[src/verilog/hscr_consts.svh]
// address map, field positions, reset values and codes of the shared control register bank
`ifndef HSCR_CONSTS_SVH
`define HSCR_CONSTS_SVH

// ****************************************************************
// register offsets
// ****************************************************************
`define HSCR_ADDR_IND_CTL     8'hb0
`define HSCR_ADDR_IND_OFFSET  8'hb1
`define HSCR_ADDR_IND_DATA    8'hb2
`define HSCR_ADDR_ST_CTL      8'hb3
`define HSCR_ADDR_RSVD_B4     8'hb4
`define HSCR_ADDR_RSVD_B5     8'hb5
`define HSCR_ADDR_RSVD_B6     8'hb6
`define HSCR_ADDR_RSVD_B7     8'hb7
`define HSCR_ADDR_STRAP_STS   8'hb8
`define HSCR_ADDR_LEM_CTL     8'hb9

// ****************************************************************
// reset values
// ****************************************************************
`define HSCR_RST_IND_CTL      8'h1c
`define HSCR_RST_IND_OFFSET   8'h00
`define HSCR_RST_IND_DATA     8'h14
`define HSCR_RST_ST_CTL       8'h08
`define HSCR_RST_RSVD_B4      8'h25
`define HSCR_RST_RSVD_B5      8'h00
`define HSCR_RST_RSVD_B6      8'h18
`define HSCR_RST_RSVD_B7      8'h00
`define HSCR_RST_LEM_CTL      8'h33
`define HSCR_RDATA_IDLE       8'h00

// ****************************************************************
// field positions
// ****************************************************************
`define HSCR_CTL_SEL_HI       5
`define HSCR_CTL_SEL_LO       2
`define HSCR_CTL_STEP_BIT     1
`define HSCR_CTL_PREFETCH_BIT 0
`define HSCR_ST_MODE_HI       7
`define HSCR_ST_MODE_LO       6
`define HSCR_ST_CFG_BIT       3
`define HSCR_ST_SRC_HI        2
`define HSCR_ST_SRC_LO        1
`define HSCR_ST_EN_BIT        0
`define HSCR_LEM_IGNORE_BIT   5
`define HSCR_LEM_COUNT_BIT    4
`define HSCR_LEM_LIMIT_HI     3
`define HSCR_LEM_LIMIT_LO     0

// ****************************************************************
// codes and counts
// ****************************************************************
`define HSCR_SEL_ALL_RX       4'h6
`define HSCR_SER_CLK_SRC_OFF  8'h14
`define HSCR_ST_RSVD_CLK_SRC  2'h0
`define HSCR_OFFSET_STEP      8'h01
`define HSCR_ERR_STEP         4'h1
`define HSCR_ERR_MAX          4'hf
`define HSCR_ERR_ZERO         4'h0

`endif

[src/verilog/hscr_pkg.sv]
// types shared by the shared control register bank
package hscr_pkg;

	// request toward the internal register blocks
	typedef struct packed {
		logic       wr;
		logic       rd;
		logic       all_rx;
		logic [3:0] sel;
		logic [7:0] offset;
		logic [7:0] wdata;
	} hscr_ind_req_type;

	// self-test setup toward the test data path
	typedef struct packed {
		logic       enable;
		logic [1:0] out_mode;
		logic       cfg_from_reg;
		logic [1:0] clock_source;
	} hscr_st_type;

	// register write request toward the remote serializer
	typedef struct packed {
		logic       wr;
		logic [7:0] offset;
		logic [1:0] clk_src;
	} hscr_rem_req_type;

	// strap capture sequence
	typedef enum logic [1:0] {
		HSCR_STRAP_FILL  = 2'b00,
		HSCR_STRAP_SETTLE = 2'b01,
		HSCR_STRAP_DONE  = 2'b10,
		HSCR_STRAP_SYNC  = 2'b11
	} hscr_strap_state_type;

endpackage

[src/verilog/hscr_regs.sv]
// shared control and status register bank of the deserializer hub
//
// Strobed register access was chosen for this implementation.
`timescale 1ns/1ps
`default_nettype none
`include "hscr_consts.svh"

module hscr_regs (
	input  wire logic                       core_clk,
	input  wire logic                       rst_n,
	input  wire logic                       clk_en,
	input  wire logic [7:0]                 reg_addr,
	input  wire logic [7:0]                 reg_wdata,
	input  wire logic                       reg_wr,
	input  wire logic                       reg_rd,
	output logic [7:0]                      reg_rdata,
	output hscr_pkg::hscr_ind_req_type      ind_req,
	input  wire logic [7:0]                 ind_rdata,
	output hscr_pkg::hscr_st_type           st_ctl,
	output hscr_pkg::hscr_rem_req_type      rem_req,
	input  wire logic [2:0]                 index_strap_pin,
	input  wire logic [2:0]                 mode_strap_pin,
	input  wire logic                       link_err,
	input  wire logic                       filter_settle,
	input  wire logic                       relock,
	output logic                            lock_lost
);

	// ****************************************************************
	// storage
	// ****************************************************************
	logic [7:0]                     ind_ctl_r;
	logic [7:0]                     ind_offset_r;
	logic [7:0]                     ind_data_r;
	logic [7:0]                     st_ctl_r;
	logic [7:0]                     lem_ctl_r;
	logic [7:0]                     reg_rdata_r;
	logic [7:0]                     rdata_nxt;
	logic                           ind_wr_r;
	logic                           ind_rd_r;
	logic [7:0]                     ind_req_off_r;
	logic                           rem_wr_r;
	logic [1:0]                     rem_src_r;
	logic [2:0]                     index_sync1_r;
	logic [2:0]                     index_sync2_r;
	logic [2:0]                     mode_sync1_r;
	logic [2:0]                     mode_sync2_r;
	logic [2:0]                     index_strap_value_r;
	logic [2:0]                     mode_strap_value_r;
	logic                           index_decode_complete_r;
	logic                           mode_decode_complete_r;
	hscr_pkg::hscr_strap_state_type strap_state_r;
	logic [3:0]                     err_cnt_r;
	logic                           lock_lost_r;

	// ****************************************************************
	// decode
	// ****************************************************************
	logic       wr_ctl;
	logic       wr_off;
	logic       wr_data;
	logic       rd_data;
	logic       wr_st;
	logic       wr_lem;
	logic       indirect_offset_step_enable;
	logic       prefetch_enable;
	logic [3:0] indirect_target_select;
	logic [1:0] st_src_eff;
	logic       err_valid;
	logic [3:0] link_error_limit;
	logic [3:0] err_cnt_nxt;

	assign wr_ctl  = clk_en && reg_wr && (reg_addr == `HSCR_ADDR_IND_CTL);
	assign wr_off  = clk_en && reg_wr && (reg_addr == `HSCR_ADDR_IND_OFFSET);
	assign wr_data = clk_en && reg_wr && (reg_addr == `HSCR_ADDR_IND_DATA);
	assign rd_data = clk_en && reg_rd && (reg_addr == `HSCR_ADDR_IND_DATA);
	assign wr_st   = clk_en && reg_wr && (reg_addr == `HSCR_ADDR_ST_CTL);
	assign wr_lem  = clk_en && reg_wr && (reg_addr == `HSCR_ADDR_LEM_CTL);

	// control fields
	assign indirect_offset_step_enable = ind_ctl_r[`HSCR_CTL_STEP_BIT];
	assign prefetch_enable             = ind_ctl_r[`HSCR_CTL_PREFETCH_BIT];
	assign indirect_target_select      = ind_ctl_r[`HSCR_CTL_SEL_HI:`HSCR_CTL_SEL_LO];
	assign link_error_limit            = lem_ctl_r[`HSCR_LEM_LIMIT_HI:`HSCR_LEM_LIMIT_LO];

	// ****************************************************************
	// indirect access window
	// ****************************************************************

	// control register: target select, step and prefetch bits
	always_ff @(posedge core_clk or negedge rst_n) begin
		if (!rst_n) begin
			ind_ctl_r <= `HSCR_RST_IND_CTL;
		end else if (wr_ctl) begin
			ind_ctl_r <= reg_wdata;
		end
	end

	// offset register; a host write beats an increment in the same cycle
	always_ff @(posedge core_clk or negedge rst_n) begin
		if (!rst_n) begin
			ind_offset_r <= `HSCR_RST_IND_OFFSET;
		end else if (wr_off) begin
			ind_offset_r <= reg_wdata;
		end else if ((wr_data || rd_data) && indirect_offset_step_enable) begin
			ind_offset_r <= ind_offset_r + `HSCR_OFFSET_STEP;
		end
	end

	// last value written to the window, carried with the write strobe
	always_ff @(posedge core_clk or negedge rst_n) begin
		if (!rst_n) begin
			ind_data_r <= `HSCR_RST_IND_DATA;
		end else if (wr_data) begin
			ind_data_r <= reg_wdata;
		end
	end

	// strobes toward the target, one cycle after the host access; the
	// offset beside them is a flop: the old offset under a write strobe,
	// the stepped one under a read prefetch, else the offset register
	always_ff @(posedge core_clk or negedge rst_n) begin
		if (!rst_n) begin
			ind_wr_r      <= 1'b0;
			ind_rd_r      <= 1'b0;
			ind_req_off_r <= `HSCR_RST_IND_OFFSET;
		end else if (clk_en) begin
			ind_wr_r <= wr_data;
			// prefetch on new offset, or on a window read when stepping
			ind_rd_r <= prefetch_enable && (wr_off || (rd_data && indirect_offset_step_enable));
			if (wr_off) begin
				ind_req_off_r <= reg_wdata;
			end else if (rd_data && indirect_offset_step_enable) begin
				ind_req_off_r <= ind_offset_r + `HSCR_OFFSET_STEP;
			end else begin
				ind_req_off_r <= ind_offset_r;
			end
		end
	end

	// broadcast flag registered from the select field
	logic ind_all_rx_r;

	assign ind_req = '{wr: ind_wr_r, rd: ind_rd_r, all_rx: ind_all_rx_r,
	                   sel: ind_ctl_r[`HSCR_CTL_SEL_HI:`HSCR_CTL_SEL_LO],
	                   offset: ind_req_off_r, wdata: ind_data_r};

	always_ff @(posedge core_clk or negedge rst_n) begin
		if (!rst_n) begin
			ind_all_rx_r <= 1'b0;
		end else if (clk_en) begin
			ind_all_rx_r <= wr_ctl ? (reg_wdata[`HSCR_CTL_SEL_HI:`HSCR_CTL_SEL_LO] == `HSCR_SEL_ALL_RX)
			                       : (indirect_target_select == `HSCR_SEL_ALL_RX);
		end
	end

	// ****************************************************************
	// self-test control
	// ****************************************************************

	always_ff @(posedge core_clk or negedge rst_n) begin
		if (!rst_n) begin
			st_ctl_r <= `HSCR_RST_ST_CTL;
		end else if (wr_st) begin
			st_ctl_r <= reg_wdata;
		end
	end

	assign st_src_eff = reg_wdata[`HSCR_ST_CFG_BIT] ? `HSCR_ST_RSVD_CLK_SRC
	                                                : reg_wdata[`HSCR_ST_SRC_HI:`HSCR_ST_SRC_LO];

	// serializer copy fires once on the off-to-on write only; rewriting an
	// already enabled test still changes rem_req.clk_src and st_ctl.clock_source, with no new strobe
	always_ff @(posedge core_clk or negedge rst_n) begin
		if (!rst_n) begin
			rem_wr_r  <= 1'b0;
			rem_src_r <= `HSCR_ST_RSVD_CLK_SRC;
		end else if (clk_en) begin
			rem_wr_r <= wr_st && reg_wdata[`HSCR_ST_EN_BIT] && !st_ctl_r[`HSCR_ST_EN_BIT];
			if (wr_st) begin
				rem_src_r <= st_src_eff;
			end
		end
	end

	// self-test setup passed to test path, clock source copy to serializer request
	assign st_ctl.enable       = st_ctl_r[`HSCR_ST_EN_BIT];
	assign st_ctl.out_mode     = st_ctl_r[`HSCR_ST_MODE_HI:`HSCR_ST_MODE_LO];
	assign st_ctl.cfg_from_reg = !st_ctl_r[`HSCR_ST_CFG_BIT];
	assign st_ctl.clock_source = rem_src_r;
	assign rem_req.wr          = rem_wr_r;
	assign rem_req.offset      = `HSCR_SER_CLK_SRC_OFF;
	assign rem_req.clk_src     = rem_src_r;

	// ****************************************************************
	// strap capture
	// ****************************************************************

	// two-stage synchronisers; only stage two feeds the latch
	always_ff @(posedge core_clk or negedge rst_n) begin
		if (!rst_n) begin
			index_sync1_r <= 3'h0;
			index_sync2_r <= 3'h0;
			mode_sync1_r  <= 3'h0;
			mode_sync2_r  <= 3'h0;
		end else if (clk_en) begin
			index_sync1_r <= index_strap_pin;
			index_sync2_r <= index_sync1_r;
			mode_sync1_r  <= mode_strap_pin;
			mode_sync2_r  <= mode_sync1_r;
		end
	end

	// wait two edges for stage two to hold the pins, then latch once and hold;
	// latching earlier would capture the synchroniser's reset zeros
	always_ff @(posedge core_clk or negedge rst_n) begin
		if (!rst_n) begin
			strap_state_r           <= hscr_pkg::HSCR_STRAP_FILL;
			index_strap_value_r     <= 3'h0;
			mode_strap_value_r      <= 3'h0;
			index_decode_complete_r <= 1'b0;
			mode_decode_complete_r  <= 1'b0;
		end else if (clk_en) begin
			unique case (strap_state_r)
				hscr_pkg::HSCR_STRAP_FILL: begin
					strap_state_r <= hscr_pkg::HSCR_STRAP_SYNC;
				end
				hscr_pkg::HSCR_STRAP_SYNC: begin
					strap_state_r <= hscr_pkg::HSCR_STRAP_SETTLE;
				end
				hscr_pkg::HSCR_STRAP_SETTLE: begin
					strap_state_r <= hscr_pkg::HSCR_STRAP_DONE;
					index_strap_value_r <= index_sync2_r;
					mode_strap_value_r <= mode_sync2_r;
					index_decode_complete_r <= 1'b1;
					mode_decode_complete_r <= 1'b1;
				end
				hscr_pkg::HSCR_STRAP_DONE: begin
					strap_state_r <= hscr_pkg::HSCR_STRAP_DONE;
				end
			endcase
		end
	end

	// ****************************************************************
	// link error monitor
	// ****************************************************************

	assign err_valid   = link_err && !(lem_ctl_r[`HSCR_LEM_IGNORE_BIT] && filter_settle);
	assign err_cnt_nxt = (err_cnt_r == `HSCR_ERR_MAX) ? err_cnt_r : err_cnt_r + `HSCR_ERR_STEP;

	// monitor control: ignore and count enables, limit
	always_ff @(posedge core_clk or negedge rst_n) begin
		if (!rst_n) begin
			lem_ctl_r <= `HSCR_RST_LEM_CTL;
		end else if (wr_lem) begin
			lem_ctl_r <= reg_wdata;
		end
	end

	// lock stays lost until the receiver relocks; relock wins over an error
	always_ff @(posedge core_clk or negedge rst_n) begin
		if (!rst_n) begin
			err_cnt_r   <= `HSCR_ERR_ZERO;
			lock_lost_r <= 1'b0;
		end else if (clk_en) begin
			if (relock) begin
				err_cnt_r   <= `HSCR_ERR_ZERO;
				lock_lost_r <= 1'b0;
			end else if (err_valid && !lock_lost_r) begin
				if (lem_ctl_r[`HSCR_LEM_COUNT_BIT]) begin
					err_cnt_r <= err_cnt_nxt;
					lock_lost_r <= (err_cnt_nxt >= link_error_limit);
				end else begin
					lock_lost_r <= 1'b1;
				end
			end
		end
	end

	assign lock_lost = lock_lost_r;

	// ****************************************************************
	// register read port
	// ****************************************************************

	// read mux; unmapped offsets answer zero
	always_comb begin
		rdata_nxt = `HSCR_RDATA_IDLE;
		unique case (reg_addr)
			`HSCR_ADDR_IND_CTL:    rdata_nxt = ind_ctl_r;
			`HSCR_ADDR_IND_OFFSET: rdata_nxt = ind_offset_r;
			`HSCR_ADDR_IND_DATA:   rdata_nxt = ind_rdata;
			`HSCR_ADDR_ST_CTL:     rdata_nxt = st_ctl_r;
			`HSCR_ADDR_RSVD_B4:    rdata_nxt = `HSCR_RST_RSVD_B4;
			`HSCR_ADDR_RSVD_B5:    rdata_nxt = `HSCR_RST_RSVD_B5;
			`HSCR_ADDR_RSVD_B6:    rdata_nxt = `HSCR_RST_RSVD_B6;
			`HSCR_ADDR_RSVD_B7:    rdata_nxt = `HSCR_RST_RSVD_B7;
			`HSCR_ADDR_STRAP_STS:  rdata_nxt = {index_decode_complete_r, index_strap_value_r,
			                                    mode_decode_complete_r, mode_strap_value_r};
			`HSCR_ADDR_LEM_CTL:    rdata_nxt = lem_ctl_r;
			default:               rdata_nxt = `HSCR_RDATA_IDLE;
		endcase
	end

	// read data stand for one cycle only, zero otherwise
	always_ff @(posedge core_clk or negedge rst_n) begin
		if (!rst_n) begin
			reg_rdata_r <= `HSCR_RDATA_IDLE;
		end else if (clk_en) begin
			reg_rdata_r <= reg_rd ? rdata_nxt : `HSCR_RDATA_IDLE;
		end
	end

	assign reg_rdata = reg_rdata_r;
endmodule
`default_nettype wire

[config.mk]
export PLATFORM = sky130hd
export DESIGN_NAME = hscr_regs
export DESIGN_NICKNAME = d
export VERILOG_FILES = /design/src/verilog/hscr_pkg.sv /design/src/verilog/hscr_regs.sv
export VERILOG_INCLUDE_DIRS = /design/src /design/src/verilog
export SDC_FILE = /design/constraint.sdc
export NUM_CORES = 1
export LEC_CHECK = 0
export ABC_AREA = 1
export BUFFER_PORTS_ARGS = -buffer_cell sky130_fd_sc_hd__buf_2
export CORE_MARGIN = 8
export CORE_UTILIZATION = 60
export CTS_CLUSTER_SIZE = 40
export DETAILED_ROUTE_END_ITERATION = 10
export PLACE_DENSITY = 0.82
export REMOVE_ABC_BUFFERS = 1
export SYNTH_ARGS = -nofsm -noshare
export SYNTH_HDL_FRONTEND = slang
export SYNTH_SLANG_ARGS = --single-unit
export TNS_END_PERCENT = 20
[constraint.sdc]
create_clock -name core_clk -period 3.28 [get_ports core_clk]
set_input_delay 0.656 -clock core_clk [delete_from_list [all_inputs] [get_ports core_clk]]
set_output_delay 0.656 -clock core_clk [all_outputs]
set_load 0.05 [all_outputs]
; After elaboration in Yosys (flattened, before gate mapping)
; Cells that the tools add are included.
; Widths: inputs -> output; s select.
[word_totals]
reg_bits = 88
elab_cells = 86
[classes]
muxes = 16
reduce_logical = 31
addsub = 2
n_lt_le_gt_ge = 1
eq_ne = 14
[ops]
columns = operator, n
row1 = $eq 8x8->1 const B, 8
row2 = $pmux 8 s8, 1
row3 = $mux 8, 5
row4 = $logic_and 1x1->1, 16
row5 = $mux 4, 4
row6 = $add 8x1->8 const B, 1
row7 = $eq 4x3->1 const B, 2
row8 = $pmux 2 s3, 1
row9 = $reduce_and 2->1, 3
row10 = $reduce_bool 2->1, 3
row11 = $add 4x1->4 const B, 1
row12 = $eq 2x2->1 const B, 2
row13 = $eq 4x4->1 const B, 1
row14 = $ge 4x4->1, 1
row15 = $logic_not 1->1, 4
row16 = $mux 1, 4
row17 = $reduce_and 3->1, 1
row18 = $eq 2x1->1 const B, 1
row19 = $logic_not 2->1, 1
row20 = $logic_or 1x1->1, 2
row21 = $mux 2, 1
row22 = $reduce_or 2->1, 1

; Depth between registers and ports, before layout
; Gate-level depths: netlist of the first run.
[logic_depth]
word_depth = 6
ltp_mapped = 13

; Worst setup path after synthesis of the first run
; Ideal clock, no wire load.
[synth_timing]
kind = reg2reg
start = register err_cnt_r[0]
end = register lock_lost_r (netlist: lock_lost)
t_arrival_ns = 1.611
setup_slack_ns = 1.542
period_less_slack_ns = 1.738
stages_incl_launch_ff = 14
setup_time_ns = 0.128
t_required_ns = 3.152
path_cell_list = dfrtp_1 ha_1 nand2_1 inv_1 nand2_1 nand2_1 o21ai_0 ha_1 inv_1 nor2_1 o211ai_1 nand4_1 nand2_1 o21ai_0
[synth_between]
elab_chain_cells = 6
elab_cells_between_ends = 7
classes_between = add/sub: 1 / order compare: 1 / eq/ne: 1 / mux: 4
[synth_lines]
columns = element, line_no
row1 = from (decl), hscr_regs.sv:53  ; logic [3:0] err_cnt_r;
row2 = from (signal assigned), hscr_regs.sv:264  ; err_cnt_r <= `HSCR_ERR_ZERO;
row3 = from (signal assigned), hscr_regs.sv:268  ; err_cnt_r <= `HSCR_ERR_ZERO;
row4 = from (signal assigned), hscr_regs.sv:272  ; err_cnt_r <= err_cnt_nxt;
row5 = $add 4x1->4 (no line) or $eq 4x4->1 (tied branches), n/a
row6 = $mux 4 (no line) *, n/a
row7 = $ge 4x4->1 *, hscr_regs.sv:273  ; lock_lost_r <= (err_cnt_nxt >= link_error_limit);
row8 = $mux 1 *, hscr_regs.sv:271  ; if (lem_ctl_r[`HSCR_LEM_COUNT_BIT]) begin
row9 = $mux 1 *, hscr_regs.sv:270  ; end else if (err_valid && !lock_lost_r) begin
row10 = $mux 1 *, hscr_regs.sv:267  ; if (relock) begin
row11 = to (signal assigned), hscr_regs.sv:273
row12 = to (decl), hscr_regs.sv:54  ; logic lock_lost_r;
; Every way passes the cells marked *; elsewhere a longest branch is shown, timed or not. The select of a mux whose other input is x is not followed.
; A chain may end at the register's enable or synchronous reset.

; Worst setup path after layout of the first run
; Same ends and word-level chain as after synthesis.

==> impl_metrics.env, run 1 <==
export IMPL_synth_seq_area_share_pct=45.3
export IMPL_dpl_hpwl_mm=8.74
export IMPL_slew_headroom_pct=29.0
export IMPL_htreeDepth=3
export IMPL_fmax_mhz=494
export IMPL_grt_pass1_vias=4010
export IMPL_hold_violations=0
export IMPL_postRouteWirelength_mm=12.0
export IMPL_grt_max_degree=89
export IMPL_p_leak_nw=2.83
export IMPL_pin_count=87
export IMPL_clockBufferDepth=2
export IMPL_critPathKind="reg -> reg"
export IMPL_rsz0062_at_grt="false"
export IMPL_outcome="complete, no violations"
export IMPL_nNetsFinal=726
export IMPL_synthXorXnorAreaFrac_pct=0.179
export IMPL_first_pass_iters=5
export IMPL_overflow=0
export IMPL_cts_tree="yes"
export IMPL_cp_slowest_stage_delay_ps=400
export IMPL_synthAdderAreaFrac_pct=2.05
export IMPL_grt_usage_pct=21.6
export IMPL_path_common_cell="nand2_1"
export IMPL_final_cell_mix="193 x nand2_1, 78 x dfrtp_1, 77 x buf_2"
export IMPL_vias=4182
export IMPL_synthArstFlopShare_pct=100
export IMPL_cts_resized=0
export IMPL_ys_flop_type="dfrtp_1"
export IMPL_worst_slew_pin_slew_ps=1070
export IMPL_numCtsBuffers=9
export IMPL_final_antenna_net_count=0
export IMPL_synth_compound_area_share_pct=11.1
export IMPL_mostFrequentLayoutCell="nand2_1"
export IMPL_clkTransAtPathRegs_ps=90
export IMPL_reg2reg_slack_ps=1260
export IMPL_ir_drop_uv=239
export IMPL_portBuffers=78
export IMPL_cp_required_ps=3540
export IMPL_placed_area_um2=5160
export IMPL_initial_core_util_pct=60.7
export IMPL_die_y_um=106
export IMPL_worstPathMaxFanout=4
export IMPL_timing_rr_start="err_cnt_r[0]"
export IMPL_power_mw=2.31
export IMPL_place_congestion=0.886
export IMPL_postLayoutCellArea_um2=5350
export IMPL_area_delta_synth_final_pct=9.61
export IMPL_post_route_cells_drive_above_1_share_pct=23.1
export IMPL_p_switching_uw=723
export IMPL_die_w_um=106
export IMPL_cpMaxStageDelayCell="dfrtp_1"
export IMPL_intPower_mw=1.59
export IMPL_cts_root_buf="clkbuf_8"
export IMPL_hold_slack_ps=478
export IMPL_hold_path_class="in -> async"
export IMPL_avgSynthCellArea_um2=7.86
export IMPL_synth_top_family_by_area="simple AND/OR/NAND/NOR gates"
export IMPL_dieArea_um2=11300
export IMPL_drc=0
export IMPL_core_area_um2=8050
export IMPL_worstSkewPairLatency_ps=370
export IMPL_num_antenna_cells=0
export IMPL_start_kind="register"
export IMPL_grt_pass1_wl_mm=19.5
export IMPL_synth_distinct_cells=35
export IMPL_fin_crit_ps=2020
export IMPL_post_cts_setup_buffers=0
export IMPL_wl_per_cell_um=15.1
export IMPL_drv_slew=0
export IMPL_cap_violations=0
export IMPL_r2r_cells=12
export IMPL_numClockSinks=88
export IMPL_worstReg2RegEnd="lock_lost"
export IMPL_rows=33
export IMPL_comb_power_share_pct=16.0
export IMPL_period_share_pct=61.7
export IMPL_syn_area_um2=4880
export IMPL_yosys_area_share_simple_pct=30.0
export IMPL_yosys_mux_area_fraction_pct=0
export IMPL_synth_seq_cells=88
export IMPL_syn_inst=621
export IMPL_yosys_warnings=0
export IMPL_seq_power_share_pct=52.7
export IMPL_finClkSkew_ps=14.9
export IMPL_antenna_found_initial=0
export IMPL_post_drt_via_cell_ratio=5.29
export IMPL_ctsHoldBuffers=0
export IMPL_setup_tns_ps=0
export IMPL_crit_chain="ha_1, nand2_1, inv_1, nand2_1, o21ai_0, ha_1, inv_1, nor2_1, o211ai_1, nand4_1, nand2_1, o21ai_0"
export IMPL_swShare_pct=31.3
export IMPL_arrival_ps=2280
export IMPL_critPathCaptureType="register"
export IMPL_drt_iter0_drc=280
export IMPL_fin_util_pct=66.5
export IMPL_clkPwrFrac_pct=31.3
export IMPL_power_density_nw_per_um2=432
export IMPL_synth_edf_count=0
export IMPL_finalSetupViolations=0
[final cells by class]
cell class,instances,area (um^2)
Sequential cell,88,2210
Clock buffer,11,151
Multi-Input combinational cell,434,2150
Fill cell,722,2700
Clock inverter,5,38.8
Inverter,65,246
Tap cell,105,131
Timing Repair Buffer,82,423
[worst max-delay path: cells and delay by family (launching register included)]
| kind | cells | cell delay (ps) |
|---|---|---|
| flops | 1 | 400 |
| simple gates | 5 | 390 |
| fa+ha+maj | 2 | 480 |
| compound gates | 3 | 500 |
| buf+inv | 2 | 140 |
[metrics by stage]
step	setup WS [ps]	instances
2_1_floorplan	1030	587
3_3_place_gp	1070	774
3_5_place_dp	1000	774
4_1_cts	1260	790
5_1_grt	1070	790
6_report	1260	790
[per-layer routing]
| metal | global-route usage (%) | share of wire, % |
|---|---|---|
| met2 | 33.2 | 46 |
| met4 | 8.84 | 2.4 |
| met3 | 4.48 | 8.1 |
| met1 | 29.1 | 44 |
| met5 | 0 | 0 |
[how the worst max path moves through the flow]
stage                             from      endpoint  slack [ps]  cells after the start
final                     err_cnt_r[0]     lock_lost        1260                     12
after global routing      err_cnt_r[0]     lock_lost        1070                     12
after CTS                 err_cnt_r[0]     lock_lost        1260                     12
after detailed placement   reg_addr[6]  lem_ctl_r[7]        1000                      9
after global placement     reg_addr[6]  reg_rdata[3]        1070                     11
after floorplan            reg_addr[6]  lem_ctl_r[2]        1030                      8
[flip-flops by register name, indices dropped and copies added, names as in the netlist, 2 cells and up]
register             flops
rem_src_r                2
index_strap_value_r      3
mode_sync2_r             3
lem_ctl_r                8
mode_sync1_r             3
mode_strap_value_r       3
ind_offset_r             8
reg_rdata                8
ind_ctl_r                8
ind_req_off_r            8
err_cnt_r                4
ind_data_r               8
strap_state_r            2
index_sync1_r            3
index_sync2_r            3
st_ctl_r                 8
[kinds of logic (layout without fill, tap and decap cells)]
kind of cell,Yosys count,in the layout
simple gates,323,323
buf+inv,105,163
compound gates,94,94
flops,88,88
fa+ha+maj,8,8
other cells,2,8
xor+xnor,1,1
[synth_stat cells (2+ instances only)]
| master | n | area share [%] |
|---|---|---|
| o21ai_0 | 59 | 6.0 |
| nand2_4 | 4 | 0.92 |
| o21ai_2 | 10 | 1.8 |
| dfstp_2 | 10 | 5.4 |
| conb_1 | 2 | 0.15 |
| buf_2 | 4 | 0.41 |
| a21oi_1 | 3 | 0.31 |
| nor3_1 | 4 | 0.41 |
| inv_1 | 58 | 4.5 |
| nand2_1 | 193 | 15 |
| nor2_1 | 45 | 3.5 |
| buf_4 | 23 | 3.5 |
| nor2_4 | 5 | 1.2 |
| o21ai_1 | 12 | 1.2 |
| nand3_2 | 3 | 0.61 |
| buf_6 | 6 | 1.4 |
| clkbuf_1 | 5 | 0.38 |
| dfrtp_1 | 78 | 40 |
| inv_2 | 6 | 0.46 |
| ha_1 | 8 | 2.0 |
| a21oi_2 | 8 | 1.4 |
| nand2_2 | 4 | 0.51 |
| nand3_4 | 2 | 0.72 |
| nand3_1 | 50 | 5.1 |
| nor2_2 | 4 | 0.51 |
| nand4_1 | 6 | 0.77 |
[power groups by stage]
stage	Sequential (mW)	Clock, mW	Combinational (mW)
CTS	1.22	0.731	0.372
detailed placement	1.24	0	0.370
finish	1.22	0.724	0.371
floorplan	1.27	0	0.199
global route	1.23	0.780	0.411
global placement	1.24	0	0.357
Power figures use the tool's default switching activity.
==> run 2, diff against run 1 <==
CORE_UTILIZATION = 56   (was 60)
PLACE_DENSITY = 0.77   (was 0.82)
clock period = 2.1 ns   (was 3.28 ns; I/O delays follow)
==> run 2 against run 1 <==
Against the previous run:
- sequential power grew 56%
- via count grew 1.8%
- clock skew is essentially flat
- utilization shrank 3.4 points
- die area grew 6.1%
- final cell count grew 1.0%
- fmax grew 4.2%
- first-iteration DRC count grew 8.6%
- global-route usage shrank 1.3 points
- design area grew 1.2%
- flip-flop and latch count is the same
- count of clock-buffer cells in the layout shrank 2
- largest cell class unchanged
- highest routed layer unchanged
==> impl_metrics.env, run 2 (synthesis gave the netlist of run 1 again) <==
export IMPL_worstPathMaxFanout=4
export IMPL_vias=4258
export IMPL_critPathKind="reg -> reg"
export IMPL_dpl_cell_count=781
export IMPL_drv_slew=0
export IMPL_multi_input_area_um2=2150
export IMPL_finalSetupViolations=0
export IMPL_stdcell_count=798
export IMPL_hold_violations=0
export IMPL_rsz0062_at_grt="false"
export IMPL_ir_drop_uv=468
export IMPL_numClockSinks=88
export IMPL_num_antenna_cells=0
export IMPL_cap_violations=0
export IMPL_arrival_ps=2180
export IMPL_clockBufferDepth=2
export IMPL_place_congestion=0.930
export IMPL_portBuffers=78
export IMPL_rows=34
export IMPL_crit_start="err_cnt_r[0]"
export IMPL_r2r_cells=13
export IMPL_core_area_um2=8590
export IMPL_nFillCells=784
export IMPL_first_pass_iters=5
export IMPL_grt_usage_pct=20.3
export IMPL_period_share_pct=92.5
export IMPL_cp_required_ps=2340
export IMPL_pin_count=87
export IMPL_reg2reg_slack_ps=160
export IMPL_final_cell_mix="193 x nand2_1, 78 x dfrtp_1, 77 x buf_2"
export IMPL_final_antenna_net_count=0
export IMPL_wl_per_cell_um=15.1
export IMPL_clkTransAtPathRegs_ps=100
export IMPL_worstSkewPairLatency_ps=360
export IMPL_mostFrequentLayoutCell="nand2_1"
export IMPL_antenna_found_initial=0
export IMPL_outcome="complete, no violations"
export IMPL_grt_pass1_vias=4045
export IMPL_area_delta_synth_final_pct=10.9
export IMPL_crit_end="lock_lost"
export IMPL_finClkSkew_ps=14.8
export IMPL_die_y_um=109
export IMPL_nNetsFinal=731
export IMPL_post_route_cells_drive_above_1_share_pct=23.5
export IMPL_post_drt_via_cell_ratio=5.34
export IMPL_grt_pass1_wl_mm=19.4
export IMPL_dpl_hpwl_mm=9.08
export IMPL_dieArea_um2=12000
export IMPL_setup_tns_ps=0
export IMPL_overflow=0
export IMPL_postRouteWirelength_mm=12.1
export IMPL_fmax_mhz=515
export IMPL_drt_iter0_drc=304
export IMPL_critPathCaptureType="register"
export IMPL_numCtsBuffers=9
export IMPL_start_kind="register"
export IMPL_cts_tree="yes"
export IMPL_fin_crit_ps=1940
export IMPL_regArea_um2=2210
export IMPL_htreeDepth=3
export IMPL_cts_root_buf="clkbuf_8"
export IMPL_die_w_um=109
export IMPL_power_density_nw_per_um2=669
export IMPL_initial_core_util_pct=56.8
export IMPL_hold_path_class="in -> reg"
export IMPL_post_cts_setup_buffers=0
export IMPL_drc=0
export IMPL_p_leak_nw=2.86
export IMPL_timing_rr_start="err_cnt_r[0]"
export IMPL_grt_max_degree=49
export IMPL_worstReg2RegEnd="lock_lost"
[run 2: changes by cell type in the layout (fill, tap and decap cells not counted), sizes merged]
cell         previous run  this run
clkbuf                 11         9
clkinv                  3         2
dlygate4sd3             0         1
inv                    66        69
buf                    82        86
[run 2: repair_timing]
action,4_1_cts,5_1_grt
hold endpoints to repair,17,0
gates resized for setup,0,1
hold buffers,1,0
setup endpoints to repair,0,1
[run 2: how the worst min path moves through the flow]
stage / from / endpoint / slack (ps) / cells after the start
6_report: index_strap_pin[2] / index_sync1_r[2] / 260 / 3
3_3_place_gp: rst_n / index_sync1_r[2] / 320 / 1
3_5_place_dp: rst_n / index_sync1_r[0] / 330 / 1
4_1_cts: index_strap_pin[2] / index_sync1_r[2] / 250 / 3
2_1_floorplan: rst_n / err_cnt_r[0] / 120 / 0
5_1_grt: index_strap_pin[2] / index_sync1_r[2] / 250 / 3
[run 2: power by group]
part	internal, mW	leakage [nW]	switching [mW]	total (mW)
Clock	0.455	0.0940	0.676	1.13
Combinational	0.172	1.69	0.419	0.591
Sequential	1.82	1.07	0.0818	1.90
[run 2: stage by stage]
stage / hold slack, ps / util, % / setup WS, ps / cell area, um^2 / power [mW]
floorplan: 124 / - / 86.8 / 4610 / 2.30
global placement: 322 / 60.8 / 293 / 5220 / 2.50
detailed placement: 330 / 60.8 / 154 / 5220 / 2.52
CTS: 248 / 63.0 / 129 / 5420 / 3.63
global route: 250 / 63.0 / 33.0 / 5420 / 3.80
finish: 259 / 63.0 / 158 / 5420 / 3.62
[run 2: routing by layer]
layer / track usage, % / routed length (um) / up-vias
li1: - / - / 2076
met1: 28.2 / 5490 / 1999
met2: 31.6 / 5410 / 164
met3: 4.51 / 988 / 19
met4: 5.30 / 197 / 0
met5: 0 / 0 / -
[run 2: area by class of cell]
type / instances / share of cell area (%)
repair buffers: 87 / 9.01
well taps: 108 / 2.49
clock inverters: 7 / 1.13
inverters: 65 / 4.55
multi-input cells: 434 / 39.6
clock buffers: 9 / 2.29
flip-flops and latches: 88 / 40.9
[run 2: critical path, cell delays in order, from the launching register on]
cell and delay, ps:
dfrtp_1 410, ha_1 220, nand2_1 70, inv_1 50, nand2_1 140, nand2_1 80
o21ai_1 110, ha_1 270, inv_1 60, nor2_1 40, o211ai_1 150, nand4_1 100
nand2_1 70, o21ai_0 70
